<file path="config.mk">
export PLATFORM = sky130hd
export DESIGN_NAME = touch_prox_irq_status_logic
export DESIGN_NICKNAME = d
export VERILOG_FILES = /design/src/design/touch_irq_pkg.sv /design/src/design/sampled_status_if.sv /design/src/design/status_sampler.sv /design/src/design/sticky_flag_bank.sv /design/src/design/touch_prox_irq_status_logic.sv
export VERILOG_INCLUDE_DIRS = /design/src /design/src/design
export SDC_FILE = /design/constraint.sdc
export NUM_CORES = 1
export LEC_CHECK = 0
export ABC_CLOCK_PERIOD_IN_PS = 1750
export BUFFER_PORTS_ARGS = -buffer_cell sky130_fd_sc_hd__buf_2
export CORE_AREA = 2 2 87 89
export DETAILED_ROUTE_END_ITERATION = 10
export DIE_AREA = 0 0 89 91
export PLACE_DENSITY_LB_ADDON = 0.3
export REMOVE_ABC_BUFFERS = 1
export SYNTH_ARGS = -nofsm -noshare
export SYNTH_HDL_FRONTEND = slang
export SYNTH_SLANG_ARGS = --single-unit
</file>
<file path="constraint.sdc">
create_clock -name clk -period 1.75 [get_ports clk]
set_clock_uncertainty 0.15 [all_clocks]
set_input_delay 0.35 -clock clk [delete_from_list [all_inputs] [get_ports clk]]
set_output_delay 0.35 -clock clk [all_outputs]
set_load 0.005 [all_outputs]
</file>
<file path="src/design/touch_irq_regs.svh">
// Register offsets, field positions, reset values and counts of the interrupt status block
`ifndef TOUCH_IRQ_REGS_SVH
`define TOUCH_IRQ_REGS_SVH

// Register offsets on the serial register port
`define ADDR_IRQ_MASK      8'h22
`define ADDR_IRQ_SRC       8'h23
`define ADDR_STATUS        8'h24

// Reset values
`define IRQ_MASK_RESET     8'h08
`define IRQ_SRC_RESET      8'h00
`define RDATA_RESET        8'h00
`define UNMAPPED_RDATA     8'h00

// Number of interrupt sources, width of each register
`define NUM_SOURCES        8
`define REG_WIDTH          8

// Source flag and status bit positions (shared layout)
`define BIT_MOTOR_SHORT    7
`define BIT_NEAR_OBJECT    6
`define BIT_RESET_LATCHED  6
`define BIT_FAR_OR_SENSE   5
`define BIT_CALIB          4
`define BIT_CONVERSION     3
`define BIT_TOUCH          3
`define BIT_LIFT           2
`define BIT_HEAT_WARN      1
`define BIT_HEAT_ALARM     0

// Positions of the raw inputs inside the sampled status vector
`define IN_MOTOR_SHORT     0
`define IN_NEAR_OBJECT     1
`define IN_CALIB           2
`define IN_CONV_RUN        3
`define IN_CONV_PROX       4
`define IN_TOUCH           5
`define IN_HEAT_WARN       6
`define IN_HEAT_ALARM      7
`define NUM_INPUTS         8

`endif

</file>
<file path="src/design/touch_irq_pkg.sv">
// Types shared by the interrupt status block
package touch_irq_pkg;
    // One register byte
    typedef logic [7:0] reg8_t;
    // Which edge of a temperature status raises its flag
    typedef enum logic {EDGE_RISE, EDGE_FALL} edge_sel_t;
    // Event that raises the far/sense-done flag
    typedef enum logic {NEAR_EV_FAR, NEAR_EV_SENSE_DONE} near_ev_t;
endpackage

</file>
<file path="src/design/sampled_status_if.sv">
// Carrier for sampled status levels and their values one cycle earlier
`timescale 1ns/1ps
interface sampled_status_if #(
    parameter int WIDTH = 9
);
    logic [WIDTH-1:0] level;    // Synchronised current level
    logic [WIDTH-1:0] prev;     // Level one clock earlier

    modport producer (output level, output prev);
    modport consumer (input level, input prev);
endinterface

</file>
<file path="src/design/status_sampler.sv">
// Two-stage synchroniser for raw status levels plus a one-cycle history stage
`timescale 1ns/1ps
module status_sampler #(
    parameter int WIDTH = 9
) (
    // Clock and reset
    input  wire logic             clk,
    input  wire logic             rst_b,
    // Raw levels from other parts of the chip
    input  wire logic [WIDTH-1:0] raw,
    // Sampled levels to the edge logic
    sampled_status_if.producer    smp
);
    generate
        if (WIDTH < 1) begin : g_bad_width
            $error("status_sampler needs at least one input");
        end
    endgenerate

    logic [WIDTH-1:0] meta;         // First stage, read only by the second
    logic [WIDTH-1:0] stable;       // Second stage, safe to decode
    logic [WIDTH-1:0] history;      // Stable level one clock earlier
    logic [WIDTH-1:0] next_meta;
    logic [WIDTH-1:0] next_stable;
    logic [WIDTH-1:0] next_history;

    // Shift the chain; the analog sources are not on our clock
    always_comb begin
        next_meta    = raw;
        next_stable  = meta;
        next_history = stable;
    end

    // Register stage; everything reads low after reset so no edge is invented
    always_ff @(posedge clk or negedge rst_b) begin
        if (!rst_b) begin
            meta    <= '0;
            stable  <= '0;
            history <= '0;
        end else begin
            meta    <= next_meta;
            stable  <= next_stable;
            history <= next_history;
        end
    end

    assign smp.level = stable;
    assign smp.prev  = history;
endmodule

</file>
<file path="src/design/sticky_flag_bank.sv">
// Bank of sticky event flags; a set in the clearing cycle survives the clear
`timescale 1ns/1ps
module sticky_flag_bank #(
    parameter int WIDTH = 8
) (
    // Clock and reset
    input  wire logic             clk,
    input  wire logic             rst_b,
    // Events and acknowledge
    input  wire logic [WIDTH-1:0] set_vec,
    input  wire logic             clear_all,
    // Latched flags
    output logic      [WIDTH-1:0] flags
);
    generate
        if (WIDTH < 1) begin : g_bad_width
            $error("sticky_flag_bank needs at least one flag");
        end
    endgenerate

    logic [WIDTH-1:0] next_flags;   // Flag values for the next edge

    // Per-bit next value: set wins over clear so no event is lost
    genvar i;
    generate
        for (i = 0; i < WIDTH; i++) begin : g_flag
            always_comb begin
                if (set_vec[i]) begin
                    next_flags[i] = 1'b1;
                end else if (clear_all) begin
                    next_flags[i] = 1'b0;
                end else begin
                    next_flags[i] = flags[i];
                end
            end
        end
    endgenerate

    // Flags start cleared
    always_ff @(posedge clk or negedge rst_b) begin
        if (!rst_b) begin
            flags <= '0;
        end else begin
            flags <= next_flags;
        end
    end
endmodule

</file>
<file path="src/design/touch_prox_irq_status_logic.sv">
// Interrupt mask, interrupt source flags and instantaneous status of the touch controller
`timescale 1ns/1ps
`include "touch_irq_regs.svh"

module touch_prox_irq_status_logic (
    // Clock and reset
    input  wire logic                 clk,
    input  wire logic                 rst_b,
    // Register port from the serial interface decoder
    input  wire logic [7:0]           reg_addr,
    input  wire logic                 reg_wr,
    input  wire logic                 reg_rd,
    input  wire touch_irq_pkg::reg8_t reg_wdata,
    output touch_irq_pkg::reg8_t      reg_rdata,
    output logic                      reg_rvalid,
    // Instantaneous status levels from the sensing blocks
    input  wire logic                 motor_short_now,
    input  wire logic                 near_object_now,
    input  wire logic                 calib_pending_now,
    input  wire logic                 conversion_running,
    input  wire logic                 conversion_is_prox,
    input  wire logic                 touch_down_now,
    input  wire logic                 heat_warn_now,
    input  wire logic                 heat_alarm_now,
    // Event selection settings held in other registers
    input  wire logic                 near_irq_event_select,
    input  wire logic                 touch_detect_mode,
    input  wire logic                 heat_warn_edge_select,
    input  wire logic                 heat_alarm_edge_select,
    // Interrupt to the host and flags for the auxiliary outputs
    output logic                      irq,
    output touch_irq_pkg::reg8_t      interrupt_source_flags
);
    import touch_irq_pkg::*;

    // Data path in short:
    // - status levels cross into this clock by two flops
    // - a history stage shows each edge for one clock
    // - edge pulses set sticky flags; a source read clears
    // - irq is the OR of the flags the mask lets through
    // Every output leaves a flop, so no decode glitch shows.
    // Limitation: the select inputs are not synchronised;
    // moving one while its level moves may cost an event.
    // Writes to the source or status offset are ignored.
    // Unmapped offsets read as zero.

    // The flags must fill exactly one register byte
    generate
        if (`NUM_SOURCES != `REG_WIDTH) begin : g_bad_layout
            $error("source count must match the register width");
        end
    endgenerate

    // True when the selected edge appears between prev and cur
    // Inputs are synchronised already, so one compare is safe
    function automatic logic edge_hit(input logic cur, input logic prv, input edge_sel_t sel);
        logic hit;
        hit = 1'b0;
        if (sel == EDGE_RISE) begin
            hit = cur & ~prv;
        end else begin
            hit = ~cur & prv;
        end
        return hit;
    endfunction

    // True when the register port addresses the given offset
    // One place for every strobe offset compare; the read mux uses its own case
    function automatic logic hits(input logic [7:0] addr, input logic [7:0] target);
        return addr == target;
    endfunction

    // Sampled status levels
    sampled_status_if #(.WIDTH(`NUM_INPUTS)) smp ();

    // Sampler and event nets
    logic [`NUM_INPUTS-1:0] raw_status;     // Raw inputs packed for the sampler
    reg8_t                  set_vec;        // One-cycle event pulses per source
    reg8_t                  flags;          // Latched source flags
    // Host-visible state and next values
    reg8_t                  mask;           // Interrupt enable mask
    reg8_t                  next_mask;      // Mask after this clock
    logic                   reset_latched;  // Reset-occurred status bit
    logic                   next_reset_latched;
    // Read path and outputs
    reg8_t                  status_now;     // Live status byte as the host sees it
    reg8_t                  next_rdata;     // Read data for the next clock
    logic                   next_rvalid;
    logic                   next_irq;
    reg8_t                  next_src_out;
    // Port decode strobes
    logic                   src_read;       // Host reads the source register
    logic                   stat_read;      // Host reads the status register
    logic                   mask_write;     // Host writes the mask register
    // Conversion end tracking
    logic                   conv_fell;      // Conversion just finished
    logic                   conv_was_prox;  // The finished one was a proximity scan

    // Pack the raw levels in a fixed order
    // Order must match the IN_ positions
    always_comb begin
        raw_status                      = '0;
        raw_status[`IN_MOTOR_SHORT]     = motor_short_now;
        raw_status[`IN_NEAR_OBJECT]     = near_object_now;
        raw_status[`IN_CALIB]           = calib_pending_now;
        raw_status[`IN_CONV_RUN]        = conversion_running;
        raw_status[`IN_CONV_PROX]       = conversion_is_prox;
        raw_status[`IN_TOUCH]           = touch_down_now;
        raw_status[`IN_HEAT_WARN]       = heat_warn_now;
        raw_status[`IN_HEAT_ALARM]      = heat_alarm_now;
    end

    // Sensing blocks run off other timing, so every level is synchronised first
    // Two flops cost two clocks of latency
    status_sampler #(
        .WIDTH (`NUM_INPUTS)
    ) u_sampler (
        .clk   (clk),
        .rst_b (rst_b),
        .raw   (raw_status),
        .smp   (smp.producer)
    );

    // Register port decode
    // Strobes last as long as reg_rd; each clock of it clears once,
    // so a held reg_rd could clear an event unseen
    // Only full offset matches count as a hit
    always_comb begin
        src_read   = reg_rd & hits(reg_addr, `ADDR_IRQ_SRC);
        stat_read  = reg_rd & hits(reg_addr, `ADDR_STATUS);
        mask_write = reg_wr & hits(reg_addr, `ADDR_IRQ_MASK);
    end

    // End of a conversion; the kind is taken from the cycle before the fall,
    // since the kind input may drop together with the running level
    // A kind that changes mid-run is only read at the fall
    always_comb begin
        conv_fell     = edge_hit(smp.level[`IN_CONV_RUN], smp.prev[`IN_CONV_RUN], EDGE_FALL);
        conv_was_prox = smp.prev[`IN_CONV_PROX];
    end

    // Event detection per source
    // Pulses last one clock; shorter levels may be lost
    // Pin to flag takes three clocks, to the outputs four
    always_comb begin
        set_vec = '0;
        // Motor short appears
        set_vec[`BIT_MOTOR_SHORT] = edge_hit(smp.level[`IN_MOTOR_SHORT],
                                             smp.prev[`IN_MOTOR_SHORT], EDGE_RISE);

        // Object comes close
        set_vec[`BIT_NEAR_OBJECT] = edge_hit(smp.level[`IN_NEAR_OBJECT],
                                             smp.prev[`IN_NEAR_OBJECT], EDGE_RISE);

        // Object goes far, or a proximity scan finishes
        if (near_ev_t'(near_irq_event_select) == NEAR_EV_FAR) begin
            set_vec[`BIT_FAR_OR_SENSE] = edge_hit(smp.level[`IN_NEAR_OBJECT],
                                                  smp.prev[`IN_NEAR_OBJECT], EDGE_FALL);
        end else begin
            set_vec[`BIT_FAR_OR_SENSE] = conv_fell & conv_was_prox;
        end

        // Compensation completes
        set_vec[`BIT_CALIB] = edge_hit(smp.level[`IN_CALIB],
                                       smp.prev[`IN_CALIB], EDGE_FALL);

        // Touch down in pen-detect mode, else a touch conversion finishes
        if (touch_detect_mode) begin
            set_vec[`BIT_TOUCH] = edge_hit(smp.level[`IN_TOUCH],
                                           smp.prev[`IN_TOUCH], EDGE_RISE);
        end else begin
            set_vec[`BIT_TOUCH] = conv_fell & ~conv_was_prox;
        end

        // Pen lifted
        set_vec[`BIT_LIFT] = edge_hit(smp.level[`IN_TOUCH],
                                      smp.prev[`IN_TOUCH], EDGE_FALL);

        // Temperature thresholds, edge chosen by software
        set_vec[`BIT_HEAT_WARN] = edge_hit(smp.level[`IN_HEAT_WARN], smp.prev[`IN_HEAT_WARN],
                                           edge_sel_t'(heat_warn_edge_select));
        set_vec[`BIT_HEAT_ALARM] = edge_hit(smp.level[`IN_HEAT_ALARM], smp.prev[`IN_HEAT_ALARM],
                                            edge_sel_t'(heat_alarm_edge_select));
    end

    // Sticky source flags; a read acknowledges all of them at once
    // Set beats clear, so a read-cycle event survives
    // Flags latch even when masked, so polling works
    sticky_flag_bank #(
        .WIDTH (`NUM_SOURCES)
    ) u_flags (
        .clk       (clk),
        .rst_b     (rst_b),
        .set_vec   (set_vec),
        .clear_all (src_read),
        .flags     (flags)
    );

    // Live status byte; bits 7 and 5..0 are not latched
    // Shows the synchronised level, two clocks late,
    // so a read just after an edge may show the old one
    always_comb begin
        status_now                     = '0;
        status_now[`BIT_MOTOR_SHORT]   = smp.level[`IN_MOTOR_SHORT];
        status_now[`BIT_RESET_LATCHED] = reset_latched;
        status_now[`BIT_FAR_OR_SENSE]  = smp.level[`IN_NEAR_OBJECT];
        status_now[`BIT_CALIB]         = smp.level[`IN_CALIB];
        status_now[`BIT_CONVERSION]    = smp.level[`IN_CONV_RUN];
        status_now[`BIT_LIFT]          = smp.level[`IN_TOUCH];
        status_now[`BIT_HEAT_WARN]     = smp.level[`IN_HEAT_WARN];
        status_now[`BIT_HEAT_ALARM]    = smp.level[`IN_HEAT_ALARM];
    end

    // Mask and reset-latched next values
    always_comb begin
        next_mask          = mask;
        next_reset_latched = reset_latched;
        // Whole byte written at once; a write steers which flags reach irq
        // Writes to any other offset change nothing
        if (mask_write) begin
            next_mask = reg_wdata;
        end
        // Only a reset sets this bit, so reading it can simply clear it
        // Any later reset sets it again for the host
        if (stat_read) begin
            next_reset_latched = 1'b0;
        end
    end

    // Read data, answered one clock after the strobe
    // reg_rdata holds the last answer; reg_rvalid marks
    // the one clock in which it is fresh
    // A source read clears the flags at the answering edge
    always_comb begin
        next_rvalid = reg_rd;
        next_rdata  = reg_rdata;
        if (reg_rd) begin
            case (reg_addr)
                `ADDR_IRQ_MASK: begin
                    next_rdata = mask;
                end
                `ADDR_IRQ_SRC: begin
                    // Flags as they stood before this read clears them
                    next_rdata = flags;
                end
                `ADDR_STATUS: begin
                    next_rdata = status_now;
                end
                default: begin
                    next_rdata = `UNMAPPED_RDATA;
                end
            endcase
        end
    end

    // Interrupt and flag outputs; registered so they cannot glitch at the pin,
    // at the price of one extra clock of latency
    // A source read drops irq one clock after its answer
    always_comb begin
        next_irq     = |(flags & mask);
        next_src_out = flags;
    end

    // Register stage for control state and outputs
    // Mask comes up with only the touch enable set, and
    // the reset bit comes up set to report the reset
    always_ff @(posedge clk or negedge rst_b) begin
        if (!rst_b) begin
            mask                   <= `IRQ_MASK_RESET;
            reset_latched          <= 1'b1;
            reg_rdata              <= `RDATA_RESET;
            reg_rvalid             <= 1'b0;
            irq                    <= 1'b0;
            interrupt_source_flags <= `IRQ_SRC_RESET;
        end else begin
            mask                   <= next_mask;
            reset_latched          <= next_reset_latched;
            reg_rdata              <= next_rdata;
            reg_rvalid             <= next_rvalid;
            irq                    <= next_irq;
            interrupt_source_flags <= next_src_out;
        end
    end
endmodule

</file>
# Word level (Yosys, flattened, before mapping)
# Index checks and enable logic that the tools add are counted.
[word_totals]
register_bits = 59
input_bits = 32
output_inout_bits = 18
word_cells = 72
[op_classes]
n_eq_ne = 3
n_mux = 14
n_bitwise = 29
reduce_logical = 9
[ops]
columns = ["op", "n"]
rows = [
  ["equality test 8 x 6 -> 1 bit (second input constant)", 3],
  ["one-hot mux 8 bit (3 select lines)", 1],
  ["AND 1 bit", 16],
  ["nonzero test 2 bit", 8],
  ["two-way mux 1 bit", 13],
  ["NOT 1 bit", 12],
  ["AND 8 bit", 1],
  ["OR reduction 8 bit", 1],
]

# Logic depth before layout (Yosys ltp)
# Gate-level depths: netlist (run 1).
[depth]
depth_word = 5
ltp_mapped = 4
mapped_depth_nobuf = 3

# Hierarchy
# Synthesis (run 1) repeated with hierarchy kept, for this count alone.
[hier_totals]
cells_unflattened = 157
area_unflattened_um2 = 2145.8
[by_module_without_submodules]
columns = ["module", "n_inst", "cells_per_inst", "area_each_um2", "seq_area_each_um2"]
rows = [
  ["touch_prox_irq_status_logic", 1, 116, 1281.2, 678.2],
  ["status_sampler", 1, 24, 600.6, 600.6],
  ["sticky_flag_bank", 1, 17, 264.0, 200.2],
]

# Worst setup path after synthesis (run 1)
# Ideal clock, no wire load.
[synth_path]
path_type = "input to register"
start = "in reg_addr[7]"
end = "reg u_flags.flags[7]"
setup_time_ns = 0.121
arrival_ns = 1.129
required_ns = 1.479
path_slack_ns = 0.350
path_stages = 3
path_buffers = 0
path_cell_list = "nor3_2 > nand4_1 > a22o_1"
[synth_via]
elab_chain_len = 3
[synth_lines]
columns = ["element", "line", "rtl"]
rows = [
  ["start, declared", "touch_prox_irq_status_logic.sv:10", "input wire logic [7:0] reg_addr,"],
  ["equality test 8 x 6 -> 1 bit", "touch_prox_irq_status_logic.sv:70", "return addr == target;"],
  ["AND 1 bit", "touch_prox_irq_status_logic.sv:129", "src_read = reg_rd & hits(reg_addr, `ADDR_IRQ_SRC);"],
  ["nonzero test 2 bit (no line)", "n/a", ""],
  ["end signal, assigned", "sticky_flag_bank.sv:44", "flags <= next_flags;"],
  ["end, declared", "sticky_flag_bank.sv:13", "output logic [WIDTH-1:0] flags"],
]
# Every way passes these cells.
# A chain may end at the register's enable or synchronous reset.

# Worst setup path after layout (run 1)
[layout_path]
start = "reg reg_rdata[1]"
end = "out reg_rdata[1]"
[layout_rtl]
columns = ["element", "line", "rtl"]
rows = [
  ["start, declared", "touch_prox_irq_status_logic.sv:14", "output touch_irq_pkg::reg8_t reg_rdata,"],
  ["start signal, assigned", "touch_prox_irq_status_logic.sv:271", "reg_rdata <= `RDATA_RESET;"],
  ["start signal, assigned", "touch_prox_irq_status_logic.sv:278", "reg_rdata <= next_rdata;"],
]
# No word-level cell between the ends.

==> summary.txt, run 1 <==
Diode count = 0
Final ANT Viol Nets = 0
Peak supply drop = 538 uV
Max-cap viol count = 0
Final routed DRC violation total = 0
Pins Over Slew Limit = 0
IO buf count = 49
Initial Util = 29.5%
Setup crit end kind = primary output
First-pass detailed-route iteration total = 4
Leakage power = 1.24 nW
Reg2reg setup slack = 0.48 ns
Reg2reg end = reg_rdata[6]
Setup Fix Bufs, Post-CTS = 0
Crit share post-route = 79.6%
Register area share after synthesis = 70.4%
Setup crit start = reg_rdata[1]
Top cells by area, synth = dfrtp_1 68%, mux2_2 8.6%, a22oi_1 3.9%, o22ai_1 3.0%, dfstp_2 2.5%
Post-synthesis cell area = 2100 sq um
H-tree Lvls = 3
Flops & latches, synth = 59
Layout overhead on the synthesized area = 32.6%
Die X = 89 um
Post_cts resized = 0
Gr usage total = 12.2%
Min Hold Slack = 0.0949 ns
Final setup vio count = 0
CP max stage delay = 0.41 ns
Fraction of layout cells with a size suffix above 1 = 42.0%
Setup TNS = 0 ns
Crit Path Class = reg -> out
Clock Tree Root = clkbuf_8
Slew @ Worst Pin = 0.414 ns
Status = finished clean
Synth unique cells = 27
First-pass GRT wire length = 7250 um
Cell with the most instances after synthesis = dfrtp_1
Pre-CTS WS = 0.102 ns
Initial drt markers = 63
Final Power = 0.00286 W
Crit path to = reg_rdata[1]
Critical path depth = 1
Worst min path class = in -> reg
TritonCTS clock tree = built
Core area = 7140 sq um
Worst Path Arrival = 0.89 ns
Post-DP HPWL = 3170 um
Post-synth EDFFs = 0
Crit path max fanout = 2
Ys async rst share = 100%
Primary FF master, synth = dfrtp_1
GP Congestion = 0.724
Slowest CP cell = dfrtp_1
Synth top area share = 67.9%
Final worst slack = 0.357 ns
# IOs = 50
Area leader, netlist = dfrtp_1
Nets = 246
Cts bufs inserted = 9
Sequential cell area = 1480 sq um
Hold_buf cts = 9
Max frequency = 0.718 GHz
Total vias in the final route = 1376
Die Y = 91 um
Multi-input gate area = 554 sq um
Fillers = 733
Clk Latency, worst-skew pair = 0.34 ns
Pwr dens = 1030 nW/um^2
Worst-path cell chain = buf_2
Mean Syn Cell Area = 14.8 sq um
Vias in the first global route = 1481
RSZ-0062 raised after global routing = false
Row cnt = 31
R2r worst-path depth = 3
Worst Path Buf+Inv = 1
Synth top cells by count = 57 x dfrtp_1, 16 x mux2_2, 13 x inv_1, 11 x a22oi_1, 10 x o22ai_1
Global route overflow = 0
Die area = 8100 sq um
Worst rel slew slack = 72.4%
Ys Warns = 0
TritonCTS Sinks = 59
Hold wc startpoint = reg_wdata[6]
Initial antenna violation count = 0
WP data required = 1.25 ns
Startpoint types = flop
Clock Tree Buf Depth = 2
Routed vias/inst = 4.33
Cell family with most CP delay = flip-flops
Largest net degree at the start of global routing = 35
Clock transition at path regs = 0.07 ns
Reg2reg start = u_flags.flags[6]
Final wirelength = 4500 um
Final Hold Violating Endpoints = 0
Gate count of the mapped netlist = 142
WL per Instance = 14.1 um
Fin crit period = 1.39 ns
[final cells by class]
class / count / area share, %
clock inverters: 7 / 2.78
inverters: 13 / 1.75
repair buffers: 64 / 13.6
multi-input cells: 67 / 19.9
flip-flops and latches: 59 / 53.1
well taps: 99 / 4.44
clock buffers: 9 / 4.44
[state kept, by name, summed over array words and instances (netlist names)]
name and flops:
u_sampler.smp.level 8, irq 1, u_sampler.meta 8, u_sampler.smp.prev 8, reg_rvalid 1, u_flags.flags 8, interrupt_source_flags 8, mask 8
reset_latched 1, reg_rdata 8
[power by group]
part	internal, W	switching (W)	leakage (nW)
Combinational	0.0000946	0.0000894	0.483
Sequential	0.00141	0.0000251	0.673
Clock	0.000662	0.000578	0.0881
[how the worst min path moves through the flow]
stage / slack [ns] / cells past startpoint / end
final: 0.09 / 2 / mask[6]
after global routing: 0.07 / 2 / mask[6]
after CTS: 0.08 / 1 / reg_rvalid
after detailed placement: 0.19 / 0 / u_sampler.smp.level[6]
after global placement: 0.18 / 0 / u_sampler.smp.level[6]
after floorplan: -0.1 / 0 / interrupt_source_flags[0]
[stage by stage]
stage	std cells	util, %	area [sq um]
after detailed placement	293	35.0	2500
final	318	39.1	2790
after global placement	293	35.0	2500
after global routing	318	39.1	2790
after CTS	318	39.1	2790
after floorplan	139	-	2080
[per-layer routing]
layer	vias to the layer above	part of all wire, %	track usage (%)
met5	-	0	0
met4	0	1.7	4.85
met3	9	6.0	5.36
met2	34	46	17.7
met1	677	47	15.9
li1	656	-	-
[layout by cell type (no fill, tap or decap), drive strengths merged, types with 2 or more instances in the layout]
master       Yosys  routed
dlygate4sd3      0       9
nand2b           3       3
nor2b            2       2
inv             13      14
mux2            16      16
a22oi           11      11
clkbuf           1       9
clkinvlp         0       4
dfstp            2       2
nand2            3       3
o22ai           10      10
a22o             4       4
a21o             4       4
nand4            3       3
buf              2      55
dfrtp           57      57
[cells by family after synthesis]
group	Yosys count	synth area share, %
muxes	16	8.57
AOI/OAI and AO/OA	33	11.5
DFF	59	70.4
and+or+nand+nor	18	6.25
buffers and inverters	16	3.27
No activity file was read; power rests on OpenSTA's default activity.
==> run 2: changes to the inputs <==
--- a/config.mk
+++ b/config.mk
@@ -6,11 +6,12 @@
 export SDC_FILE = /design/constraint.sdc
 export NUM_CORES = 1
 export LEC_CHECK = 0
-export ABC_CLOCK_PERIOD_IN_PS = 1750
+export ABC_AREA = 1
+export ABC_CLOCK_PERIOD_IN_PS = 1200
 export BUFFER_PORTS_ARGS = -buffer_cell sky130_fd_sc_hd__buf_2
-export CORE_AREA = 2 2 87 89
+export CORE_AREA = 2 2 90 92
 export DETAILED_ROUTE_END_ITERATION = 10
-export DIE_AREA = 0 0 89 91
+export DIE_AREA = 0 0 92 94
 export PLACE_DENSITY_LB_ADDON = 0.3
 export REMOVE_ABC_BUFFERS = 1
 export SYNTH_ARGS = -nofsm -noshare
==> constraint.sdc (replaced) <==
create_clock -name clk -period 1.2 [get_ports clk]
set_clock_uncertainty 0.15 [all_clocks]
set_input_delay 0.24 -clock clk [delete_from_list [all_inputs] [get_ports clk]]
set_output_delay 0.24 -clock clk [all_outputs]
set_load 0.005 [all_outputs]
==> run 2 against run 1 <==
The run now ends with setup timing left. Register-to-register slack got worse by 0.40 ns. Via count rose by 22%. Final area rose by 10%. Utilization rose by 1.3 points. Power rose by 39%. Area after synthesis rose by 5.7%. Die area rose by 6.8%. Non-clock buffer count rose by 19. Largest cell class unchanged.
==> summary.txt, run 2 <==
Status = complete, but fails checks (was finished clean)
Failing checks = setup timing
R2r worst-path depth = 4 (was 3)
Reg2reg end = irq (was reg_rdata[6])
Critical path depth = 1 (unchanged)
TritonCTS Sinks = 59 (unchanged)
Die X = 92 um (was 89 um)
Area leader, netlist = dfrtp_1 (unchanged)
Gr usage total = 12.8% (was 12.2%)
Nets = 334 (was 246)
Final wirelength = 4950 um (was 4500 um)
Worst-path cell chain = buf_2 (unchanged)
WL per Instance = 12.1 um (was 14.1 um)
Pins Over Slew Limit = 0 (unchanged)
Max-cap viol count = 0 (unchanged)
IO buf count = 49 (unchanged)
Diode count = 0 (unchanged)
Multi-input gate area = 591 sq um (was 554 sq um)
CP max stage delay = 0.38 ns (was 0.41 ns)
Final routed DRC violation total = 0 (unchanged)
Clk Latency, worst-skew pair = 0.33 ns (was 0.34 ns)
Fin crit period = 1.24 ns
Routed wl met2 = 2320 um (was 2050 um)
RSZ-0062 raised after global routing = true (was false)
Placed Cells = 369 (was 293)
Primary FF master, synth = dfrtp_1 (unchanged)
Cell family with most CP delay = flip-flops (unchanged)
First-pass detailed-route iteration total = 4 (unchanged)
Max frequency = 0.807 GHz
Cts bufs inserted = 9 (unchanged)
Slowest CP cell = dfrtp_1 (unchanged)
Gate count of the mapped netlist = 214 (was 142)
Flops & latches, synth = 59 (unchanged)
Most frequent cells in the layout = 57 x dfrtp_1, 49 x buf_2, 46 x nand2_1 (was 57 x dfrtp_1, 49 x buf_2, 16 x mux2_2)
Fraction of layout cells with a size suffix above 1 = 30.9% (was 42.0%)
Die Y = 94 um (was 91 um)
Ys Warns = 0 (unchanged)
Initial Util = 29.2% (was 29.5%)
Fillers = 770 (was 733)
Initial antenna violation count = 0 (unchanged)
# IOs = 50 (unchanged)
Routed vias/inst = 4.11 (was 4.33)
Die area = 8650 sq um (was 8100 sq um)
Core area = 7610 sq um (was 7140 sq um)
Setup crit end kind = primary output (unchanged)
Worst rel slew slack = 79.5% (was 72.4%)
Ys async rst share = 100% (unchanged)
Setup TNS = -0.263 ns (was 0 ns)
Reg2reg start = mask[3] (was u_flags.flags[6])
TritonCTS clock tree = built (unchanged)
WP data required = 0.81 ns (was 1.25 ns)
Reg2reg setup slack = 0.08 ns (was 0.48 ns)
Cell with the most instances after synthesis = dfrtp_1 (unchanged)
Register area share after synthesis = 66.6% (was 70.4%)
Crit path max fanout = 2 (unchanged)
Row cnt = 32 (was 31)
Total vias in the final route = 1682 (was 1376)
Crit Path Class = reg -> out (unchanged)
Peak supply drop = 751 uV (was 538 uV)
Final Hold Violating Endpoints = 0 (unchanged)
Synth top cells by count = 57 x dfrtp_1, 46 x nand2_1, 34 x nand3_1, 30 x inv_1, 8 x o21ai_1 (was 57 x dfrtp_1, 16 x mux2_2, 13 x inv_1, 11 x a22oi_1, 10 x o22ai_1)
Worst Path Buf+Inv = 1 (unchanged)
Slew @ Worst Pin = 0.308 ns (was 0.414 ns)
Post-synth EDFFs = 0 (unchanged)
Largest net degree at the start of global routing = 60 (was 35)
First-pass GRT wire length = 8160 um (was 7250 um)
Layout overhead on the synthesized area = 38.2% (was 32.6%)
Startpoint types = flop (unchanged)
Worst min path class = in -> reg (unchanged)
Sequential cell area = 1480 sq um (unchanged)
Hold Path Sink = u_flags.flags[3] (was mask[6])
Worst Path Arrival = 0.85 ns (was 0.89 ns)
Highest metal used = met4 (unchanged)
Global route overflow = 0 (unchanged)
Final ANT Viol Nets = 0 (unchanged)
Pwr dens = 1300 nW/um^2 (was 1030 nW/um^2)
H-tree Lvls = 3 (unchanged)
Mean Syn Cell Area = 10.4 sq um (was 14.8 sq um)
Routed wl met3 = 290 um (was 269 um)
Final worst slack = -0.0384 ns (was 0.357 ns)
Leakage power = 1.55 nW (was 1.24 nW)
Final setup vio count = 14 (was 0)
GP Congestion = 0.818 (was 0.724)
Clock Tree Root = clkbuf_8 (unchanged)
Post-DP HPWL = 3370 um (was 3170 um)
Initial drt markers = 88 (was 63)
Vias in the first global route = 1750 (was 1481)
Top cells by area, synth = dfrtp_1 64%, nand2_1 7.8%, nand3_1 7.7%, inv_1 5.1%, dfstp_2 2.4% (was dfrtp_1 68%, mux2_2 8.6%, a22oi_1 3.9%, o22ai_1 3.0%, dfstp_2 2.5%)
Final non-filler cell total = 409 (was 318)
Routed length on met1 = 2270 um (was 2100 um)
Synth unique cells = 23 (was 27)
Synth top area share = 64.2% (was 67.9%)
Min Hold Slack = 0.0285 ns (was 0.0949 ns)
WHS Path Cells = 3 (was 2)
Most common cell after layout, fill and taps aside = dfrtp_1 (unchanged)
Crit share post-route = 103%
Hold wc startpoint = touch_detect_mode (was reg_wdata[6])
Clock transition at path regs = 0.07 ns (about the same)
Post-synthesis cell area = 2220 sq um (was 2100 sq um)
Clock Tree Buf Depth = 2 (unchanged)
==> run 2: timing repair <==
item,CTS,global route
endpoints found under the setup margin,18,19
resized for setup,0,1
gates cloned,0,0
hold buffers,17,0
buffers inserted,6,1
hold endpoints to repair,73,0
==> run 2: area by class of cell <==
class	count	area share, %
flip-flops and latches	59	48.2
multi-input cells	119	19.2
repair buffers	83	18.9
clock buffers	11	4.93
well taps	102	4.16
inverters	30	3.67
clock inverters	5	0.897
==> run 2: cells by family after synthesis <==
group / share of synthesized area (%)
compound gates: 6.76
buf+inv: 7.10
flops: 66.6
simple gates: 19.5
==> run 2: routing by layer <==
layer  up-vias  GRT usage (%)
met5         -              0
met4         0           6.34
met3         7           5.70
met2        51           19.2
met1       766           15.7
li1        858              -
==> run 2: worst max path at each step <==
stage | from | end | slack [ns]
2_1_floorplan | reg_addr[4] | mask[0] | -0.41
3_3_place_gp | reg_addr[4] | reg_rdata[6] | -0.15
3_5_place_dp | reg_addr[4] | reg_rdata[5] | -0.18
4_1_cts | reg_rdata[1] | reg_rdata[1] | -0.05
5_1_grt | reg_rdata[2] | reg_rdata[2] | -0.08
6_report | reg_rdata[2] | reg_rdata[2] | -0.04
==> run 2: report_power, final <==
group	switching [W]	internal [W]
sequential	0.0000369	0.00206
clock	0.000759	0.000845
combinational	0.000143	0.000134
==> run 2: per-stage QoR <==
step / utilization (%) / cell area (sq um) / setup slack [ns] / power (W)
floorplan: - / 2180 / -0.406 / 0.00221
CTS: 40.2 / 3060 / -0.0548 / 0.00405
finish: 40.3 / 3070 / -0.0384 / 0.00398
detailed placement: 35.0 / 2660 / -0.182 / 0.00237
global route: 40.3 / 3070 / -0.0779 / 0.00418
global placement: 35.0 / 2660 / -0.147 / 0.00237
==> run 3: changes to the inputs <==
--- a/config.mk
+++ b/config.mk
@@ -10,6 +10,7 @@
 export ABC_CLOCK_PERIOD_IN_PS = 1200
 export BUFFER_PORTS_ARGS = -buffer_cell sky130_fd_sc_hd__buf_2
 export CORE_AREA = 2 2 90 92
+export CTS_CLUSTER_SIZE = 40
 export DETAILED_ROUTE_END_ITERATION = 10
 export DIE_AREA = 0 0 92 94
 export PLACE_DENSITY_LB_ADDON = 0.3
==> constraint.sdc (replaced) <==
create_clock -name clk -period 1.2 [get_ports clk]
set_clock_uncertainty 0.15 [all_clocks]
set_input_delay 0.18 -clock clk [delete_from_list [all_inputs] [get_ports clk]]
set_output_delay 0.18 -clock clk [all_outputs]
set_load 0.005 [all_outputs]
==> run 3 against run 2 <==
Power up 4.5%. Largest power group unchanged. The run now ends clean. Hold slack got worse by 0.0068 ns. Largest cell class unchanged. Worst setup slack gained 0.059 ns.
==> summary.txt, run 3 (synthesis gave the netlist of run 2 again) <==
Status = finished clean (was complete, but fails checks)
Fillers = 780 (was 770)
Most frequent cells in the layout = 57 x dfrtp_1, 49 x buf_2, 46 x nand2_1 (unchanged)
Final non-filler cell total = 406 (was 409)
Most common cell after layout, fill and taps aside = dfrtp_1 (unchanged)
Worst rel slew slack = 79.0% (was 79.5%)
Cts bufs inserted = 9 (unchanged)
TritonCTS clock tree = built (unchanged)
Diode count = 0 (unchanged)
Nets = 332 (was 334)
Fin crit period = 1.18 ns (was 1.24 ns)
Initial drt markers = 66 (was 88)
Largest net degree at the start of global routing = 60 (unchanged)
Final setup vio count = 0 (was 14)
Total vias in the final route = 1704 (was 1682)
CP max stage delay = 0.39 ns (was 0.38 ns)
Pins Over Slew Limit = 0 (unchanged)
WL per Instance = 11.9 um (was 12.1 um)
Cell family with most CP delay = flip-flops (unchanged)
Clock Tree Root = clkbuf_8 (unchanged)
Setup TNS = 0 ns (was -0.263 ns)
Fraction of layout cells with a size suffix above 1 = 29.3% (was 30.9%)
Slowest CP cell = dfrtp_1 (unchanged)
Die Y = 94 um (unchanged)
TritonCTS Sinks = 59 (unchanged)
Final Hold Violating Endpoints = 0 (unchanged)
Peak supply drop = 619 uV (was 751 uV)
Routed vias/inst = 4.20 (was 4.11)
NetSw = 0.000903 W (was 0.000939 W)
Crit share post-route = 98.3% (was 103%)
Post-DP HPWL = 3250 um (was 3370 um)
Clock Tree Buf Depth = 2 (unchanged)
Pwr dens = 1350 nW/um^2 (was 1300 nW/um^2)
Setup crit end kind = primary output (unchanged)
Initial antenna violation count = 0 (unchanged)
RSZ-0062 raised after global routing = true (unchanged)
# IOs = 50 (unchanged)
IO buf count = 49 (unchanged)
Final wirelength = 4810 um (was 4950 um)
Crit Path Class = reg -> out (unchanged)
Flop pwr share = 50.5% (was 52.8%)
GP Congestion = 0.766 (was 0.818)
Max frequency = 0.848 GHz (was 0.807 GHz)
Clk Latency, worst-skew pair = 0.33 ns (about the same)
Slew @ Worst Pin = 0.314 ns (was 0.308 ns)
Initial Util = 29.2% (unchanged)
Final Power = 0.00416 W (was 0.00398 W)
Worst min path class = in -> reg (unchanged)
Die X = 92 um (unchanged)
WP data required = 0.87 ns (was 0.81 ns)
Worst Path Buf+Inv = 1 (unchanged)
Final ANT Viol Nets = 0 (unchanged)
Final worst slack = 0.0205 ns (was -0.0384 ns)
Core area = 7610 sq um (unchanged)
Crit path max fanout = 2 (unchanged)
H-tree Lvls = 3 (unchanged)
Utilization after layout = 40.4% (was 40.3%)
Leakage power = 1.54 nW (was 1.55 nW)
Placed Cells = 368 (was 369)
Row cnt = 32 (unchanged)
Layout overhead on the synthesized area = 38.3% (was 38.2%)
Worst Path Arrival = 0.85 ns (about the same)
Gr usage total = 12.4% (was 12.8%)
Final routed DRC violation total = 0 (unchanged)
Global route overflow = 0 (unchanged)
Clock transition at path regs = 0.07 ns (about the same)
Comb pwr share = 6.7% (was 6.9%)
Internal power = 0.00326 W (was 0.00304 W)
Worst-path cell chain = buf_2 (unchanged)
First-pass GRT wire length = 7910 um (was 8160 um)
Max-cap viol count = 0 (unchanged)
Clock power share = 42.8% (was 40.3%)
Sw frac = 21.7% (was 23.6%)
First-pass detailed-route iteration total = 4 (unchanged)
Pre-CTS WS = -0.111 ns (was -0.182 ns)
Vias in the first global route = 1616 (was 1750)
Startpoint types = flop (unchanged)
Die area = 8650 sq um (unchanged)
-- run 3: changes by cell type in the layout (fill, tap and decap cells not counted) --
cell | previous run | this run
buf_4 | 14 | 11
bufinv_16 | 0 | 1
clkbuf_1 | 0 | 2
clkinv_2 | 4 | 1
clkinvlp_4 | 1 | 0
dlygate4sd3_1 | 17 | 18
-- run 3: timing repair --
action                     4_1_cts  5_1_grt
buffers inserted                 0        5
hold endpoints to repair        76        0
setup endpoints to repair        1        7
gates resized for setup          0        1
hold buffers                    18        0
-- run 3: final cells by class --
class,count,area [sq um],share of cell area (%)
tap,102,128,4.15
sequential,59,1480,48.1
clock buffer,13,159,5.17
multi-input combinational,119,591,19.2
inverter,30,113,3.67
clock inverter,2,35.0,1.14
timing repair buffer,81,568,18.5
-- run 3: routing by layer --
metal  vias to the layer above  GRT usage (%)  part of all wire, %
met1                       787           16.3                   48
met2                        51           18.4                   45
met4                         0           7.46                  1.8
li1                        858              -                    -
met3                         8           3.13                  4.7
met5                         -              0                    0
-- run 3: metrics by stage --
| stage | cell area (sq um) | hold WS (ns) |
|---|---|---|
| 2_1_floorplan | 2180 | -0.266 |
| 3_3_place_gp | 2650 | 0.0581 |
| 3_5_place_dp | 2650 | 0.0598 |
| 4_1_cts | 3030 | 0.00488 |
| 5_1_grt | 3070 | 0.0309 |
| 6_report | 3070 | 0.0217 |
-- run 3: worst paths after layout --
check                                       start                     end  slack, ns  depth (start not counted)
hold / removal             heat_alarm_edge_select        u_flags.flags[0]       0.02                          4
setup / recovery                     reg_rdata[2]            reg_rdata[2]       0.02                          1
max in group asynchronous                   rst_b                 mask[3]       0.35                          3
hold reg to reg                 u_sampler.meta[5]  u_sampler.smp.level[5]       0.20                          0
setup reg to reg                          mask[3]                     irq       0.09                          4
min in group asynchronous                   rst_b       u_sampler.meta[6]       0.23                          3
-- run 3: power by group through the flow --
stage / sequential (W) / clock (W) / combinational, W
detailed placement: 0.00214 / 0 / 0.000235
CTS: 0.00210 / 0.00184 / 0.000280
finish: 0.00210 / 0.00178 / 0.000277
global placement: 0.00214 / 0 / 0.000232
global route: 0.00211 / 0.00193 / 0.000316
floorplan: 0.00213 / 0 / 0.0000844
